===== src/inc/hps_pkg.sv =====
// package for the hot-plug slot power sequencer: constants, states and carriers
package hps_pkg;

  // ----------------------------------------------------------------
  // timing
  // ----------------------------------------------------------------
  localparam int unsigned CLK_PERIOD_PS  = 25000;    // 40 MHz core clock
  localparam int unsigned POR_TIME_US    = 500;      // standby valid time before reset ends
  localparam int unsigned POR_CYCLES     = (POR_TIME_US * 1000000 + CLK_PERIOD_PS - 1) / CLK_PERIOD_PS;
  localparam int unsigned POR_CNT_W      = 16;

  // ----------------------------------------------------------------
  // status field positions
  // ----------------------------------------------------------------
  localparam int unsigned SLOTS          = 2;
  localparam int unsigned SUPPLIES       = 4;        // 12V, -12V, 5V, 3.3V
  localparam int unsigned CS_OT_BIT      = 1;        // global overtemperature flag
  localparam int unsigned CS_MASK_BIT    = 3;        // interrupt_mask_bit
  localparam int unsigned CS_GPI_LO_BIT  = 4;        // general_input_pin a/b at bits 4 and 5
  localparam logic [7:0]  CS_RESET       = 8'h08;    // mask set after reset
  localparam logic [7:0]  STAT_RESET     = 8'h00;

  // ----------------------------------------------------------------
  // slot state machine, one-hot
  // ----------------------------------------------------------------
  typedef enum logic [3:0] {
    SLOT_OFF     = 4'h1,
    SLOT_ON      = 4'h2,
    SLOT_TRIPPED = 4'h4,
    SLOT_SPARE   = 4'h8
  } hps_slot_state_type;

  // per-slot hardware_control_path inputs
  typedef struct packed {
    logic main_en;
    logic auxiliary_power_enable;
  } hps_hw_ctl_type;

  // per-slot analog sense inputs from the protection unit
  typedef struct packed {
    logic [SUPPLIES-1:0] uv_ok;       // supply above undervoltage_lockout
    logic                main_oc_trip; // main overcurrent beyond fault timer
  } hps_sense_type;

  // per-slot outputs to the power stage
  typedef struct packed {
    logic main_on;
    logic five_volt_gate_drive;
    logic three_volt_gate_drive;
    logic auxiliary_output;
  } hps_slot_out_type;

endpackage


===== src/logic/hps_por_timer.sv =====
// power-on reset timer: counts standby-valid time and holds the block in reset
`timescale 1ns/1ps
module hps_por_timer #(
  parameter int unsigned CYCLES = hps_pkg::POR_CYCLES
) (
  input  wire logic core_clk_i,
  input  wire logic sys_rst_i,
  input  wire logic standby_ok_i,
  output logic      por_active_o,
  output logic      por_done_pulse_o
);
  import hps_pkg::*;

  initial begin
    if (CYCLES < 1 || CYCLES >= (1 << POR_CNT_W)) $error("por cycles out of range");
  end

  logic [POR_CNT_W-1:0] cnt_q, cnt_d;
  logic                 act_q, act_d;

  // any drop of standby restarts the full interval
  always_comb begin
    cnt_d = cnt_q;
    act_d = act_q;
    if (!standby_ok_i) begin
      cnt_d = '0;
      act_d = 1'b1;
    end else if (act_q) begin
      if (cnt_q == POR_CNT_W'(CYCLES - 1)) begin
        act_d = 1'b0;
      end else begin
        cnt_d = cnt_q + POR_CNT_W'(1);
      end
    end
  end

  always_ff @(posedge core_clk_i or posedge sys_rst_i) begin
    if (sys_rst_i) begin
      cnt_q <= '0;
      act_q <= 1'b1;
    end else begin
      cnt_q <= cnt_d;
      act_q <= act_d;
    end
  end

  assign por_active_o     = act_q;
  assign por_done_pulse_o = act_q && !act_d;

  // helper: time standby has been continuously valid
  logic [POR_CNT_W:0] valid_run_q;
  always_ff @(posedge core_clk_i or posedge sys_rst_i) begin
    if (sys_rst_i) begin
      valid_run_q <= '0;
    end else if (!standby_ok_i) begin
      valid_run_q <= '0;
    end else if (valid_run_q != '1) begin
      valid_run_q <= valid_run_q + (POR_CNT_W+1)'(1);
    end
  end

  a_por_min_time: assert property (@(posedge core_clk_i) disable iff (sys_rst_i)
    $fell(por_active_o) |-> valid_run_q >= (POR_CNT_W+1)'(CYCLES))
    else $error("reset ended before standby valid long enough");
  a_por_restart: assert property (@(posedge core_clk_i) disable iff (sys_rst_i)
    !standby_ok_i |=> por_active_o && cnt_q == '0)
    else $error("standby drop did not restart reset");
  c_por_done: cover property (@(posedge core_clk_i) disable iff (sys_rst_i) $fell(por_active_o));
endmodule


===== src/logic/hps_slot_ctl.sv =====
// one slot: enable edge detection, breaker trip and gate-drive outputs
`timescale 1ns/1ps
module hps_slot_ctl (
  input  wire logic                      core_clk_i,
  input  wire logic                      sys_rst_i,
  input  wire logic                      por_active_i,
  input  wire logic                      main_req_i,
  input  wire logic                      aux_req_i,
  input  wire hps_pkg::hps_sense_type    sense_i,
  output hps_pkg::hps_slot_out_type      out_o,
  output logic                           trip_pulse_o
);
  import hps_pkg::*;

  hps_slot_state_type st_q, st_d;
  logic               req_q, req_d;
  logic               all_ok;

  assign all_ok = &sense_i.uv_ok;

  // only a rising request with all supplies valid turns the slot on
  always_comb begin
    st_d         = st_q;
    req_d        = main_req_i;
    trip_pulse_o = 1'b0;
    if (por_active_i) begin
      st_d  = SLOT_OFF;
      // pin history keeps tracking here: a level held through reset is no edge
    end else begin
      case (st_q)
        SLOT_OFF: begin
          if (main_req_i && !req_q && all_ok) st_d = SLOT_ON;
        end
        SLOT_ON: begin
          if (sense_i.main_oc_trip || !all_ok) begin
            st_d         = SLOT_TRIPPED;
            trip_pulse_o = 1'b1;
          end else if (!main_req_i) begin
            st_d = SLOT_OFF;
          end
        end
        SLOT_TRIPPED: begin
          if (!main_req_i) st_d = SLOT_OFF;               // fresh edge needed
        end
        default: st_d = SLOT_OFF;
      endcase
    end
  end

  always_ff @(posedge core_clk_i or posedge sys_rst_i) begin
    if (sys_rst_i) begin
      st_q  <= SLOT_OFF;
      req_q <= 1'b0;
    end else begin
      st_q  <= st_d;
      req_q <= req_d;
    end
  end

  // registered outputs; gates low whenever off; aux independent of main trips
  hps_slot_out_type out_q, out_d;
  always_comb begin
    out_d.main_on               = (st_d == SLOT_ON);
    out_d.five_volt_gate_drive  = (st_d == SLOT_ON);
    out_d.three_volt_gate_drive = (st_d == SLOT_ON);
    out_d.auxiliary_output      = aux_req_i && !por_active_i;
  end

  always_ff @(posedge core_clk_i or posedge sys_rst_i) begin
    if (sys_rst_i) begin
      out_q <= '0;
    end else begin
      out_q <= out_d;
    end
  end
  assign out_o = out_q;

  a_gate_low_off: assert property (@(posedge core_clk_i) disable iff (sys_rst_i)
    st_q != SLOT_ON |-> !out_q.five_volt_gate_drive && !out_q.three_volt_gate_drive)
    else $error("gate driven while slot off");
  a_trip_cuts: assert property (@(posedge core_clk_i) disable iff (sys_rst_i)
    (st_q == SLOT_ON && sense_i.main_oc_trip && !por_active_i) |=> !out_q.main_on ##1 !out_q.main_on)
    else $error("main stayed on after trip");
  a_on_edge: assert property (@(posedge core_clk_i) disable iff (sys_rst_i)
    (st_q == SLOT_OFF && !req_q && main_req_i && all_ok && !por_active_i) |=> out_q.main_on)
    else $error("rising enable did not start slot");
  a_no_reon: assert property (@(posedge core_clk_i) disable iff (sys_rst_i)
    (st_q == SLOT_TRIPPED && main_req_i) |=> !out_q.main_on)
    else $error("tripped slot came back without new edge");
  c_trip: cover property (@(posedge core_clk_i) disable iff (sys_rst_i) trip_pulse_o);
endmodule


===== src/logic/hps_sequencer.sv =====
// two-slot hot-plug power sequencer: reset timing, path select, status and interrupt
//
// Function
// - reset ends after 500us of valid standby
// - internal state cleared at reset end, except enable edge history and live input bits
// - standby drop restarts the reset interval
// - serial requests refused during reset interval
// - all slot outputs off during reset
// - rising main enable with supplies valid starts slot
// - gate drives low while slot off
// - power from serial port or pins
// - pin path enables/faults; interrupt in either path
// - serial reports supply faults and inputs
// - main overcurrent trip cuts mains, aux kept
// - new enable edge re-enables after trip
// - writing one to fault bit clears it
// - interrupt only after reset, mask cleared
`timescale 1ns/1ps
module hps_sequencer #(
  parameter int unsigned POR_CYCLES_P = hps_pkg::POR_CYCLES
) (
  input  wire logic                                  core_clk_i,
  input  wire logic                                  sys_rst_i,
  input  wire logic                                  standby_ok_i,
  // hardware_control_path
  input  wire hps_pkg::hps_hw_ctl_type [1:0]         hw_ctl_i,
  output logic [1:0]                                 fault_n_o,
  // power stage and protection
  input  wire hps_pkg::hps_sense_type [1:0]          sense_i,
  output hps_pkg::hps_slot_out_type [1:0]            slot_o,
  input  wire logic                                  over_temp_i,
  input  wire logic [1:0]                            general_input_pin_i,
  // management_serial_path, already decoded into byte accesses
  input  wire logic                                  serial_mode_i,
  input  wire logic                                  mgmt_wr_i,
  input  wire logic [1:0]                            mgmt_sel_i,
  input  wire logic [7:0]                            mgmt_wdata_i,
  output logic                                       mgmt_ready_o,
  output logic [7:0]                                 mgmt_rdata_o,
  output logic                                       int_n_o
);
  import hps_pkg::*;

  // ------------------------------------------------------------------
  // parameter check
  // ------------------------------------------------------------------
  initial begin
    if (POR_CYCLES_P < 1) $error("por cycle count must be at least one");
  end

  // ------------------------------------------------------------------
  // power-on reset timer
  // ------------------------------------------------------------------
  logic por_active;
  logic por_done;

  hps_por_timer #(
    .CYCLES (POR_CYCLES_P)
  ) u_por (
    .core_clk_i       (core_clk_i),
    .sys_rst_i        (sys_rst_i),
    .standby_ok_i     (standby_ok_i),
    .por_active_o     (por_active),
    .por_done_pulse_o (por_done)
  );

  // serial port ready only after the interval
  assign mgmt_ready_o = !por_active;

  // ------------------------------------------------------------------
  // serial control registers: selector 0/1 slot control, 2 common status
  // ------------------------------------------------------------------
  logic [1:0] ser_main_q, ser_main_d;
  logic [1:0] ser_aux_q,  ser_aux_d;
  logic       wr_ok;

  // accesses only after reset; power writes only in serial mode
  assign wr_ok = mgmt_wr_i && !por_active;

  always_comb begin
    ser_main_d = ser_main_q;
    ser_aux_d  = ser_aux_q;
    if (por_active) begin
      ser_main_d = '0;
      ser_aux_d  = '0;
    end else if (wr_ok && serial_mode_i && mgmt_sel_i < 2'(SLOTS)) begin
      // pin mode ignores power writes so the two paths never fight
      ser_main_d[mgmt_sel_i[0]] = mgmt_wdata_i[0];
      ser_aux_d[mgmt_sel_i[0]]  = mgmt_wdata_i[1];
    end
  end

  always_ff @(posedge core_clk_i or posedge sys_rst_i) begin
    if (sys_rst_i) begin
      ser_main_q <= '0;
      ser_aux_q  <= '0;
    end else begin
      ser_main_q <= ser_main_d;
      ser_aux_q  <= ser_aux_d;
    end
  end

  // ------------------------------------------------------------------
  // slots
  // ------------------------------------------------------------------
  logic [1:0] main_req;
  logic [1:0] aux_req;
  logic [1:0] trip;

  genvar g;
  generate
    for (g = 0; g < SLOTS; g++) begin : g_slot
      // path select: pins are ignored in serial mode
      assign main_req[g] = serial_mode_i ? ser_main_q[g] : hw_ctl_i[g].main_en;
      assign aux_req[g]  = serial_mode_i ? ser_aux_q[g]
                                         : hw_ctl_i[g].auxiliary_power_enable;
      hps_slot_ctl u_slot (
        .core_clk_i   (core_clk_i),
        .sys_rst_i    (sys_rst_i),
        .por_active_i (por_active),
        .main_req_i   (main_req[g]),
        .aux_req_i    (aux_req[g]),
        .sense_i      (sense_i[g]),
        .out_o        (slot_o[g]),
        .trip_pulse_o (trip[g])
      );
    end
  endgenerate

  // ------------------------------------------------------------------
  // fault status: bits 3:0 supply undervoltage, bit 4 breaker
  // ------------------------------------------------------------------
  logic [1:0][7:0] stat_q, stat_d;
  logic [7:0]      cs_q, cs_d;

  // returns set bits for one slot's events
  function automatic logic [7:0] slot_events(input hps_sense_type s, input logic t, input logic en);
    logic [7:0] e;
    e = '0;
    if (en) begin
      e[SUPPLIES-1:0] = ~s.uv_ok;
      e[SUPPLIES]     = t;
    end
    return e;
  endfunction

  always_comb begin
    stat_d = stat_q;
    cs_d   = cs_q;
    if (por_active) begin
      stat_d = {STAT_RESET, STAT_RESET};
      cs_d   = CS_RESET;
    end else begin
      // write-one-to-clear first, then set wins over the clear
      if (wr_ok && mgmt_sel_i < 2'(SLOTS)) begin
        stat_d[mgmt_sel_i[0]] = stat_q[mgmt_sel_i[0]] & ~mgmt_wdata_i;
      end
      if (wr_ok && mgmt_sel_i == 2'(SLOTS)) begin
        cs_d[CS_OT_BIT]   = cs_q[CS_OT_BIT] & ~mgmt_wdata_i[CS_OT_BIT];
        cs_d[CS_MASK_BIT] = mgmt_wdata_i[CS_MASK_BIT];
      end
      for (int i = 0; i < SLOTS; i++) begin
        stat_d[i] = stat_d[i] | slot_events(sense_i[i], trip[i], main_req[i]);
      end
      if (over_temp_i) cs_d[CS_OT_BIT] = 1'b1;
    end
    // inputs are live, not latched
    cs_d[CS_GPI_LO_BIT +: 2] = general_input_pin_i;
  end

  always_ff @(posedge core_clk_i or posedge sys_rst_i) begin
    if (sys_rst_i) begin
      stat_q <= {STAT_RESET, STAT_RESET};
      cs_q   <= CS_RESET;
    end else begin
      stat_q <= stat_d;
      cs_q   <= cs_d;
    end
  end

  // ------------------------------------------------------------------
  // read data and interrupt
  // ------------------------------------------------------------------
  logic [7:0] rdata_q, rdata_d;
  logic       int_n_q, int_n_d;
  logic [1:0] fault_n_q, fault_n_d;
  logic       any_fault;

  assign any_fault = (|stat_q[0]) || (|stat_q[1]) || cs_q[CS_OT_BIT];

  always_comb begin
    case (mgmt_sel_i)
      2'h0:    rdata_d = stat_q[0];
      2'h1:    rdata_d = stat_q[1];
      2'h2:    rdata_d = cs_q;
      default: rdata_d = 8'h00;
    endcase
    if (por_active) rdata_d = 8'h00;
    // mask set by reset keeps interrupt idle until software clears it
    int_n_d = !(any_fault && !cs_q[CS_MASK_BIT] && !por_active);
    for (int i = 0; i < SLOTS; i++) begin
      // pin fault only reported in pin mode
      fault_n_d[i] = !(!serial_mode_i && |stat_q[i] && !por_active);
    end
  end

  always_ff @(posedge core_clk_i or posedge sys_rst_i) begin
    if (sys_rst_i) begin
      rdata_q   <= 8'h00;
      int_n_q   <= 1'b1;
      fault_n_q <= 2'h3;
    end else begin
      rdata_q   <= rdata_d;
      int_n_q   <= int_n_d;
      fault_n_q <= fault_n_d;
    end
  end

  assign mgmt_rdata_o = rdata_q;
  assign int_n_o      = int_n_q;
  assign fault_n_o    = fault_n_q;

  // ------------------------------------------------------------------
  // checks
  // ------------------------------------------------------------------
  a_por_outputs_off: assert property (@(posedge core_clk_i) disable iff (sys_rst_i)
    por_active |=> !slot_o[0].main_on && !slot_o[1].main_on && !slot_o[0].auxiliary_output
                   && !slot_o[1].auxiliary_output)
    else $error("slot output on during reset interval");
  a_por_clears: assert property (@(posedge core_clk_i) disable iff (sys_rst_i)
    por_done |=> stat_q[0] == STAT_RESET && stat_q[1] == STAT_RESET && cs_q[CS_MASK_BIT])
    else $error("state not cleared after reset");
  a_serial_refused: assert property (@(posedge core_clk_i) disable iff (sys_rst_i)
    por_active |-> !mgmt_ready_o && !wr_ok)
    else $error("serial access accepted during reset");
  a_int_masked: assert property (@(posedge core_clk_i) disable iff (sys_rst_i)
    cs_q[CS_MASK_BIT] |=> int_n_o)
    else $error("interrupt asserted while masked");
  a_fault_clear: assert property (@(posedge core_clk_i) disable iff (sys_rst_i)
    (wr_ok && mgmt_sel_i == 2'h0 && mgmt_wdata_i == 8'hFF && !trip[0]
     && &sense_i[0].uv_ok) |=> stat_q[0] == 8'h00)
    else $error("echo write did not clear slot fault");
  a_pin_ignored: assert property (@(posedge core_clk_i) disable iff (sys_rst_i)
    (!serial_mode_i && wr_ok) |=> $stable(ser_main_q))
    else $error("serial power write took effect in pin mode");
  a_fault_pin_idle: assert property (@(posedge core_clk_i) disable iff (sys_rst_i)
    serial_mode_i |=> fault_n_o == 2'h3)
    else $error("fault pin driven in serial mode");
  a_int_on_fault: assert property (@(posedge core_clk_i) disable iff (sys_rst_i)
    (any_fault && !cs_q[CS_MASK_BIT] && !por_active) |=> !int_n_o)
    else $error("unmasked fault did not raise interrupt");
  a_ot_flag: assert property (@(posedge core_clk_i) disable iff (sys_rst_i)
    (over_temp_i && !por_active) |=> cs_q[CS_OT_BIT])
    else $error("overtemperature not reported");
  a_ot_clear: assert property (@(posedge core_clk_i) disable iff (sys_rst_i)
    (wr_ok && mgmt_sel_i == 2'h2 && mgmt_wdata_i[CS_OT_BIT] && !over_temp_i) |=> !cs_q[CS_OT_BIT])
    else $error("overtemperature flag not cleared");
  a_gpi_live: assert property (@(posedge core_clk_i) disable iff (sys_rst_i)
    !por_active |=> cs_q[CS_GPI_LO_BIT +: 2] == $past(general_input_pin_i))
    else $error("general input status stale");
  a_unmapped_zero: assert property (@(posedge core_clk_i) disable iff (sys_rst_i)
    (!por_active && mgmt_sel_i == 2'h3) |=> mgmt_rdata_o == 8'h00)
    else $error("unmapped selector read not zero");
  a_por_rdata_zero: assert property (@(posedge core_clk_i) disable iff (sys_rst_i)
    por_active |=> mgmt_rdata_o == 8'h00)
    else $error("read data shown during reset");

  // ------------------------------------------------------------------
  // per-slot checks
  // ------------------------------------------------------------------
  // the same status and output rules hold for either slot
  generate
    for (g = 0; g < SLOTS; g++) begin : g_chk
      a_fault_pin_low: assert property (@(posedge core_clk_i) disable iff (sys_rst_i)
        (!serial_mode_i && (|stat_q[g]) && !por_active) |=> !fault_n_o[g])
        else $error("slot fault pin not driven");
      a_uv_reported: assert property (@(posedge core_clk_i) disable iff (sys_rst_i)
        (!por_active && main_req[g] && !(&sense_i[g].uv_ok)) |=> (|stat_q[g][SUPPLIES-1:0]))
        else $error("supply fault not reported");
      a_trip_reported: assert property (@(posedge core_clk_i) disable iff (sys_rst_i)
        (trip[g] && main_req[g]) |=> stat_q[g][SUPPLIES])
        else $error("breaker trip not reported");
      a_aux_kept: assert property (@(posedge core_clk_i) disable iff (sys_rst_i)
        (!por_active && aux_req[g]) |=> slot_o[g].auxiliary_output)
        else $error("auxiliary output dropped");
      a_off_no_req: assert property (@(posedge core_clk_i) disable iff (sys_rst_i)
        !main_req[g] |=> !slot_o[g].main_on)
        else $error("main on without request");
    end
  endgenerate

  c_int_fires: cover property (@(posedge core_clk_i) disable iff (sys_rst_i) $fell(int_n_o));
  c_serial_on: cover property (@(posedge core_clk_i) disable iff (sys_rst_i)
    serial_mode_i && $rose(slot_o[0].main_on));
  c_pin_on: cover property (@(posedge core_clk_i) disable iff (sys_rst_i)
    !serial_mode_i && $rose(slot_o[1].main_on));
endmodule


===== config.mk =====
export PLATFORM = sky130hd
export DESIGN_NAME = hps_sequencer
export DESIGN_NICKNAME = d
export VERILOG_FILES = /design/src/inc/hps_pkg.sv /design/src/logic/hps_por_timer.sv /design/src/logic/hps_slot_ctl.sv /design/src/logic/hps_sequencer.sv
export SDC_FILE = /design/constraint.sdc
export NUM_CORES = 1
export LEC_CHECK = 0
export ABC_AREA = 1
export BUFFER_PORTS_ARGS = -buffer_cell sky130_fd_sc_hd__buf_2
export CAP_MARGIN = 20
export CELL_PAD_IN_SITES_DETAIL_PLACEMENT = 0
export CELL_PAD_IN_SITES_GLOBAL_PLACEMENT = 1
export CORE_AREA = 2 2 120 122
export DETAILED_ROUTE_END_ITERATION = 6
export DIE_AREA = 0 0 122 124
export GPL_ROUTABILITY_DRIVEN = 1
export MAX_ROUTING_LAYER = met4
export PLACE_DENSITY_LB_ADDON = 0.1
export SLEW_MARGIN = 15
export SYNTH_ARGS = -nofsm -noshare
export SYNTH_HDL_FRONTEND = slang
export SYNTH_SLANG_ARGS = --single-unit
export TNS_END_PERCENT = 100

===== constraint.sdc =====
create_clock -name core_clk_i -period 2.92 [get_ports core_clk_i]
set_clock_uncertainty 0.05 [all_clocks]
set_input_delay 0.584 -clock core_clk_i [delete_from_list [all_inputs] [get_ports core_clk_i]]
set_output_delay 0.584 -clock core_clk_i [all_outputs]
set_load 0.01 [all_outputs]

-- Word-level counts from Yosys, hierarchy flattened
Index checks and enable logic that the tools add are counted.
- bitwise gates (word level): 8
- mux-type cells: 51
- equality and inequality tests: 13
- add/sub/neg operators: 1
- $lt $le $gt $ge: 3
- reductions and logical operators: 41
- operator list (operator ; number):
    16-bit 2-to-1 mux ; 6
    4-bit 2-to-1 mux ; 8
    8-bit 2-to-1 mux ; 4
    4-bit case mux with 3 select lines ; 2
    8-bit case mux with 3 select lines ; 1
    5-bit 2-to-1 mux ; 4
    1-bit logical AND ; 18
    1-bit 2-to-1 mux ; 17
    16-bit by 1-bit adder with 16-bit output (second input constant) ; 1
    16-bit bitwise mux ; 1
    16-bit by 15-bit equality test with 1-bit output (second input constant) ; 1
    4-bit by 2-bit equality test with 1-bit output (second input constant) ; 4
    8-bit by 5-bit OR with 8-bit output ; 2
    8-bit OR reduction ; 2
    1-bit logical NOT ; 10
    8-bit AND ; 1
    8-bit demux with 1-bit select ; 1
    4-bit by 1-bit equality test with 1-bit output (second input constant) ; 2
    4-bit by 3-bit equality test with 1-bit output (second input constant) ; 2
    2-bit 2-to-1 mux ; 4
    4-bit NOT ; 2
    8-bit NOT ; 1
    4-bit AND reduction ; 2
    2-bit bitwise mux ; 2
    15 further kinds ; 19
- register bits after elaboration: 66
- bits of input ports: 32
- output and inout bits: 20

-- Depth between registers and ports, before layout
- depth after elaboration: 9
- mapped depth: 10
- depth with buffers taken out: 9

-- Cells and area by module
From an unflattened synthesis, not the netlist that was laid out.
- cell total of the unflattened synthesis: 479
- area total of the unflattened synthesis: 3746.1 µm²
- modules (own cells, without submodules) (module ; area an instance (µm²) ; times used ; cells each):
    hps_sequencer ; 1843.0 ; 1 ; 230
    hps_por_timer ; 1142.3 ; 1 ; 147
    hps_slot_ctl at g_slot[1].u_slot ; 381.6 ; 1 ; 52
    hps_slot_ctl at g_slot[0].u_slot ; 379.1 ; 1 ; 50

-- Worst setup path after synthesis
Ideal clock, no wire load.
- kind: flip-flop to output port
- start: register u_por.act_q, in the netlist u_por.por_active_o
- end: output mgmt_ready_o
- data required time: 2.286 ns
- cell stages (with the launch flop): 5
- setup slack: 1.285 ns
- arrival time: 1.001 ns
- path through: dfstp_2 buf_2 inv_1 buf_6 buf_2
- word-level cells in the longest chain between the ends: 1
- RTL lines (item ; line ; text):
    from (decl) ; hps_por_timer.sv:19 ; logic act_q, act_d;
    from (signal assigned) ; hps_por_timer.sv:43 ; act_q <= act_d;
    1-bit logical NOT ; hps_sequencer.sv:68 ; assign mgmt_ready_o = !por_active;
    to (decl) ; hps_sequencer.sv:38 ; output logic mgmt_ready_o,
No other way between the ends.

-- Worst setup path in the final report
Ends and elaborated chain as after synthesis.

==> impl_metrics.csv <==
group,metric,value,unit
run_status,status,"finished, final reports clean",
sta,timing.final.max_slew_violations,0,
logic_synthesis,synthXorXnorAreaFrac,1.036,%
placement,gp_congestion,0.8015,
worst_setup_path,reg2reg_depth,6,
run,drv_cap,0,
floorplanning,dieArea,15130,µm²
drt,vias_per_cell,4.367,
logic_synthesis,yosysTopAreaCellShare,43.64,%
clock_network,cts_sinks,66,
clock_network,cts_resized,0,
placement,portBuffers,51,
sta,setup_viol,0,
sta,finalHoldViolations,0,
floorplanning,coreArea,13720,µm²
logic_synthesis,ys_ff_latch,66,
power,p_leak,1.972,nW
floorplanning,rows,43,
sta,tightest_slew,689.6,ps
worst_setup_path,setup.worst_path.end_class,"primary output",
power,pwr_density_cell,520.2,nW/µm²
drt,ant_nets,0,
cells_and_area,syn_to_final_growth,21.30,%
cells_and_area,final-seq-area,1660,µm²
drt,drt-initial-drc-count,149,
clock_network,cts_root_buf,"clkbuf_16",
clock_network,path_clk_slew,50,ps
worst_setup_path,crit_slowest_cell,"inv_1",
floorplanning,ioPinCount,52,
worst_setup_path,critPathMaxFanout,20,
logic_synthesis,synth-simple-area-share,27.92,%
logic_synthesis,synthesis.area,3383,µm²
sta,relSlewSlack,53.97,%
worst_setup_path,path_class,"reg2out",
global_routing,grt_max_degree,67,
worst_setup_path,critPathRequiredTime,2290,ps
global_routing,grtUsageTotal,13.79,%
logic_synthesis,synth_cells,445,
drt,routed_wl,9311,µm
logic_synthesis,synth.distinct_cells,30,
logic_synthesis,synth_area_leaders,"dfrtp_1 (44%), nand2_1 (12%), inv_1 (6.8%)",
drt,dr.pass1.iters,4,
global_routing,gr-total-overflow,0,
cells_and_area,n_antenna_cell,0,
drt,num_vias,2965,
sta,fmax,0.4799,GHz
placement,dp_cells,664,
global_routing,grt_pass1_wl,15420,µm
logic_synthesis,synth-edff-count,0,
clock_network,insertion_delay,330,ps
logic_synthesis,synth_fa_ha_area_share,0.3698,%
clock_network,postCtsSetupRepairBufs,0,
clock_network,clockBufferDepth,2,
logic_synthesis,synth.avg_cell_area,7.603,µm²
logic_synthesis,ys_async_sr_fraction,100.0,%
logic_synthesis,ys_warn_count,0,
clock_network,hold_buffers,0,
logic_synthesis,synth-main-ff-cell,"dfrtp_1",
worst_setup_path,cpPeakStageDelay,500,ps
floorplanning,die_y,124,µm
cells_and_area,num-nets-final,528,
sta,finalSetupTns,0,ps
global_routing,antenna_found_initial,0,
clock_network,cts_tree,"built",
cells_and_area,multi_input_area,1401,µm²
logic_synthesis,synth.top_cells.by_count,"nand2_1 (106), inv_1 (61), nor2_1 (60)",
worst_setup_path,crit_path_start_kind,"register",
floorplanning,fp.dieW,122,µm
logic_synthesis,synth.most_common_cell,"nand2_1",
worst_setup_path,crit_arrival,1450,ps
logic_synthesis,synth.area.mux_share,0,%
cells_and_area,nFillCells,1547,
sta,period_needed,2084,ps
sta,fin_crit_sh,71.37,%
cells_and_area,drive_above_1_share,16.03,%
cells_and_area,final-instance-count-excl-fill,679,
logic_synthesis,synth_top_family_by_area,"simple AND/OR/NAND/NOR gates",
logic_synthesis,yosysTopAreaCell,"dfrtp_1",
min_path,hold_class,"in2async",
logic_synthesis,synth_compound_area_share,11.87,%
floorplanning,start_util,24.66,%
logic_synthesis,ys_seq_area_share,49.08,%
clock_network,cts_max_level,3,
drt,wl_per_cell,13.71,µm
power,ir_drop,0.2345,mV
clock_network,numCtsBuffers,9,
placement,dp_hpwl,6845,µm
worst_setup_path,crit_chain,"inv_1 -> buf_2",
drt,drc,0,
sta,rsz0062_at_grt,"false",
global_routing,grt_pass1_vias,2962,
## layer usage
layer  vias to the layer above  global-route usage, %  share of wire, %  wire length, µm
met5                         -                      -                 0                0
met2                        54                  19.69                43             3973
met3                         7                  4.075               4.1              379
li1                       1524                      -                 -                -
met4                         0                  3.664               1.0               97
met1                      1380                  19.01                52             4860
## cell type report
| class | count | share of cell area, % |
|---|---|---|
| Timing Repair Buffer | 53 | 6.890 |
| Multi-Input combinational cell | 304 | 34.15 |
| Inverter | 61 | 5.579 |
| Tap cell | 180 | 5.488 |
| Sequential cell | 66 | 40.46 |
| Clock inverter | 2 | 0.8537 |
| Clock buffer | 13 | 6.585 |
## through the flow
stage,utilization (%),area [µm²],hold slack [ps],total power [W],setup slack (ps)
5_1_grt,29.91,4104,291.6,0.002239,742.3
3_3_place_gp,27.69,3799,429.7,0.001048,1007
2_1_floorplan,-,3387,386.9,0.0009994,642.8
6_report,29.91,4104,275.0,0.002135,836.1
3_5_place_dp,27.69,3799,436.5,0.001047,941.8
4_1_cts,29.91,4104,283.9,0.002182,779.2
## final timing paths
path | startpoint | endpoint | slack (ps)
max in group asynchronous | sys_rst_i | int_n_o | 2210
worst max-delay path | u_por.por_active_o | mgmt_ready_o | 840
worst min-delay path | sys_rst_i | g_slot[1].u_slot.req_q | 270
min in group core_clk_i | general_input_pin_i[0] | cs_q[4] | 310
worst max register to register | u_por.por_active_o | ser_main_q[1] | 950
worst min register to register | cs_q[1] | int_n_o | 440
## cells by family after synthesis
family                   after synthesis
AND/OR/NAND/NOR                      225
buffers and inverters                 76
AO/OA/AOI/OAI                         72
flip-flops                            66
XOR/XNOR                               4
adder cells (fa/ha/maj)                1
other                                  1
## state kept, by name (all words and copies together) (netlist names)
name	cells
g_slot.u_slot.st_q	8
ser_main_q	2
g_slot.u_slot.req_q	2
u_por.cnt_q	16
ser_aux_q	2
stat_q	16
u_por.por_active_o	1
fault_n_o	2
mgmt_rdata_o	8
int_n_o	1
cs_q	4
g_slot.u_slot.out_o	4
## layout by cell type (no fill, tap or decap), drive strengths merged
| cell type | count |
|---|---|
| ha | 1 |
| nor2 | 61 |
| o21ai | 35 |
| clkinv | 1 |
| a21oi | 17 |
| o21bai | 4 |
| or2 | 1 |
| nand4 | 9 |
| nor3 | 3 |
| dfrtp | 59 |
| buf | 53 |
| clkbuf | 13 |
| o22ai | 6 |
| nand3 | 43 |
| xor2 | 4 |
| o21a | 2 |
| a211oi | 1 |
| bufinv | 1 |
| a31oi | 4 |
| o211ai | 1 |
| nand2 | 108 |
| o31ai | 2 |
| conb | 2 |
| inv | 61 |
| dfstp | 7 |
## where the power goes
| group | total [W] | internal (W) | switching (W) | leakage [nW] |
|---|---|---|---|---|
| clock | 0.00111 | 0.000724 | 0.000382 | 0.152 |
| sequential | 0.000928 | 0.000924 | 0.00000479 | 0.884 |
| combinational | 0.0000997 | 0.0000315 | 0.0000683 | 0.936 |
| total | 0.00213 | 0.00168 | 0.000456 | 1.97 |
## worst max-delay path: cells and delay by family, from the launching register on
kind	cells	cell delay, ps
buffers and inverters	2	750
flip-flops	1	360
Power figures use the tool's default switching activity.
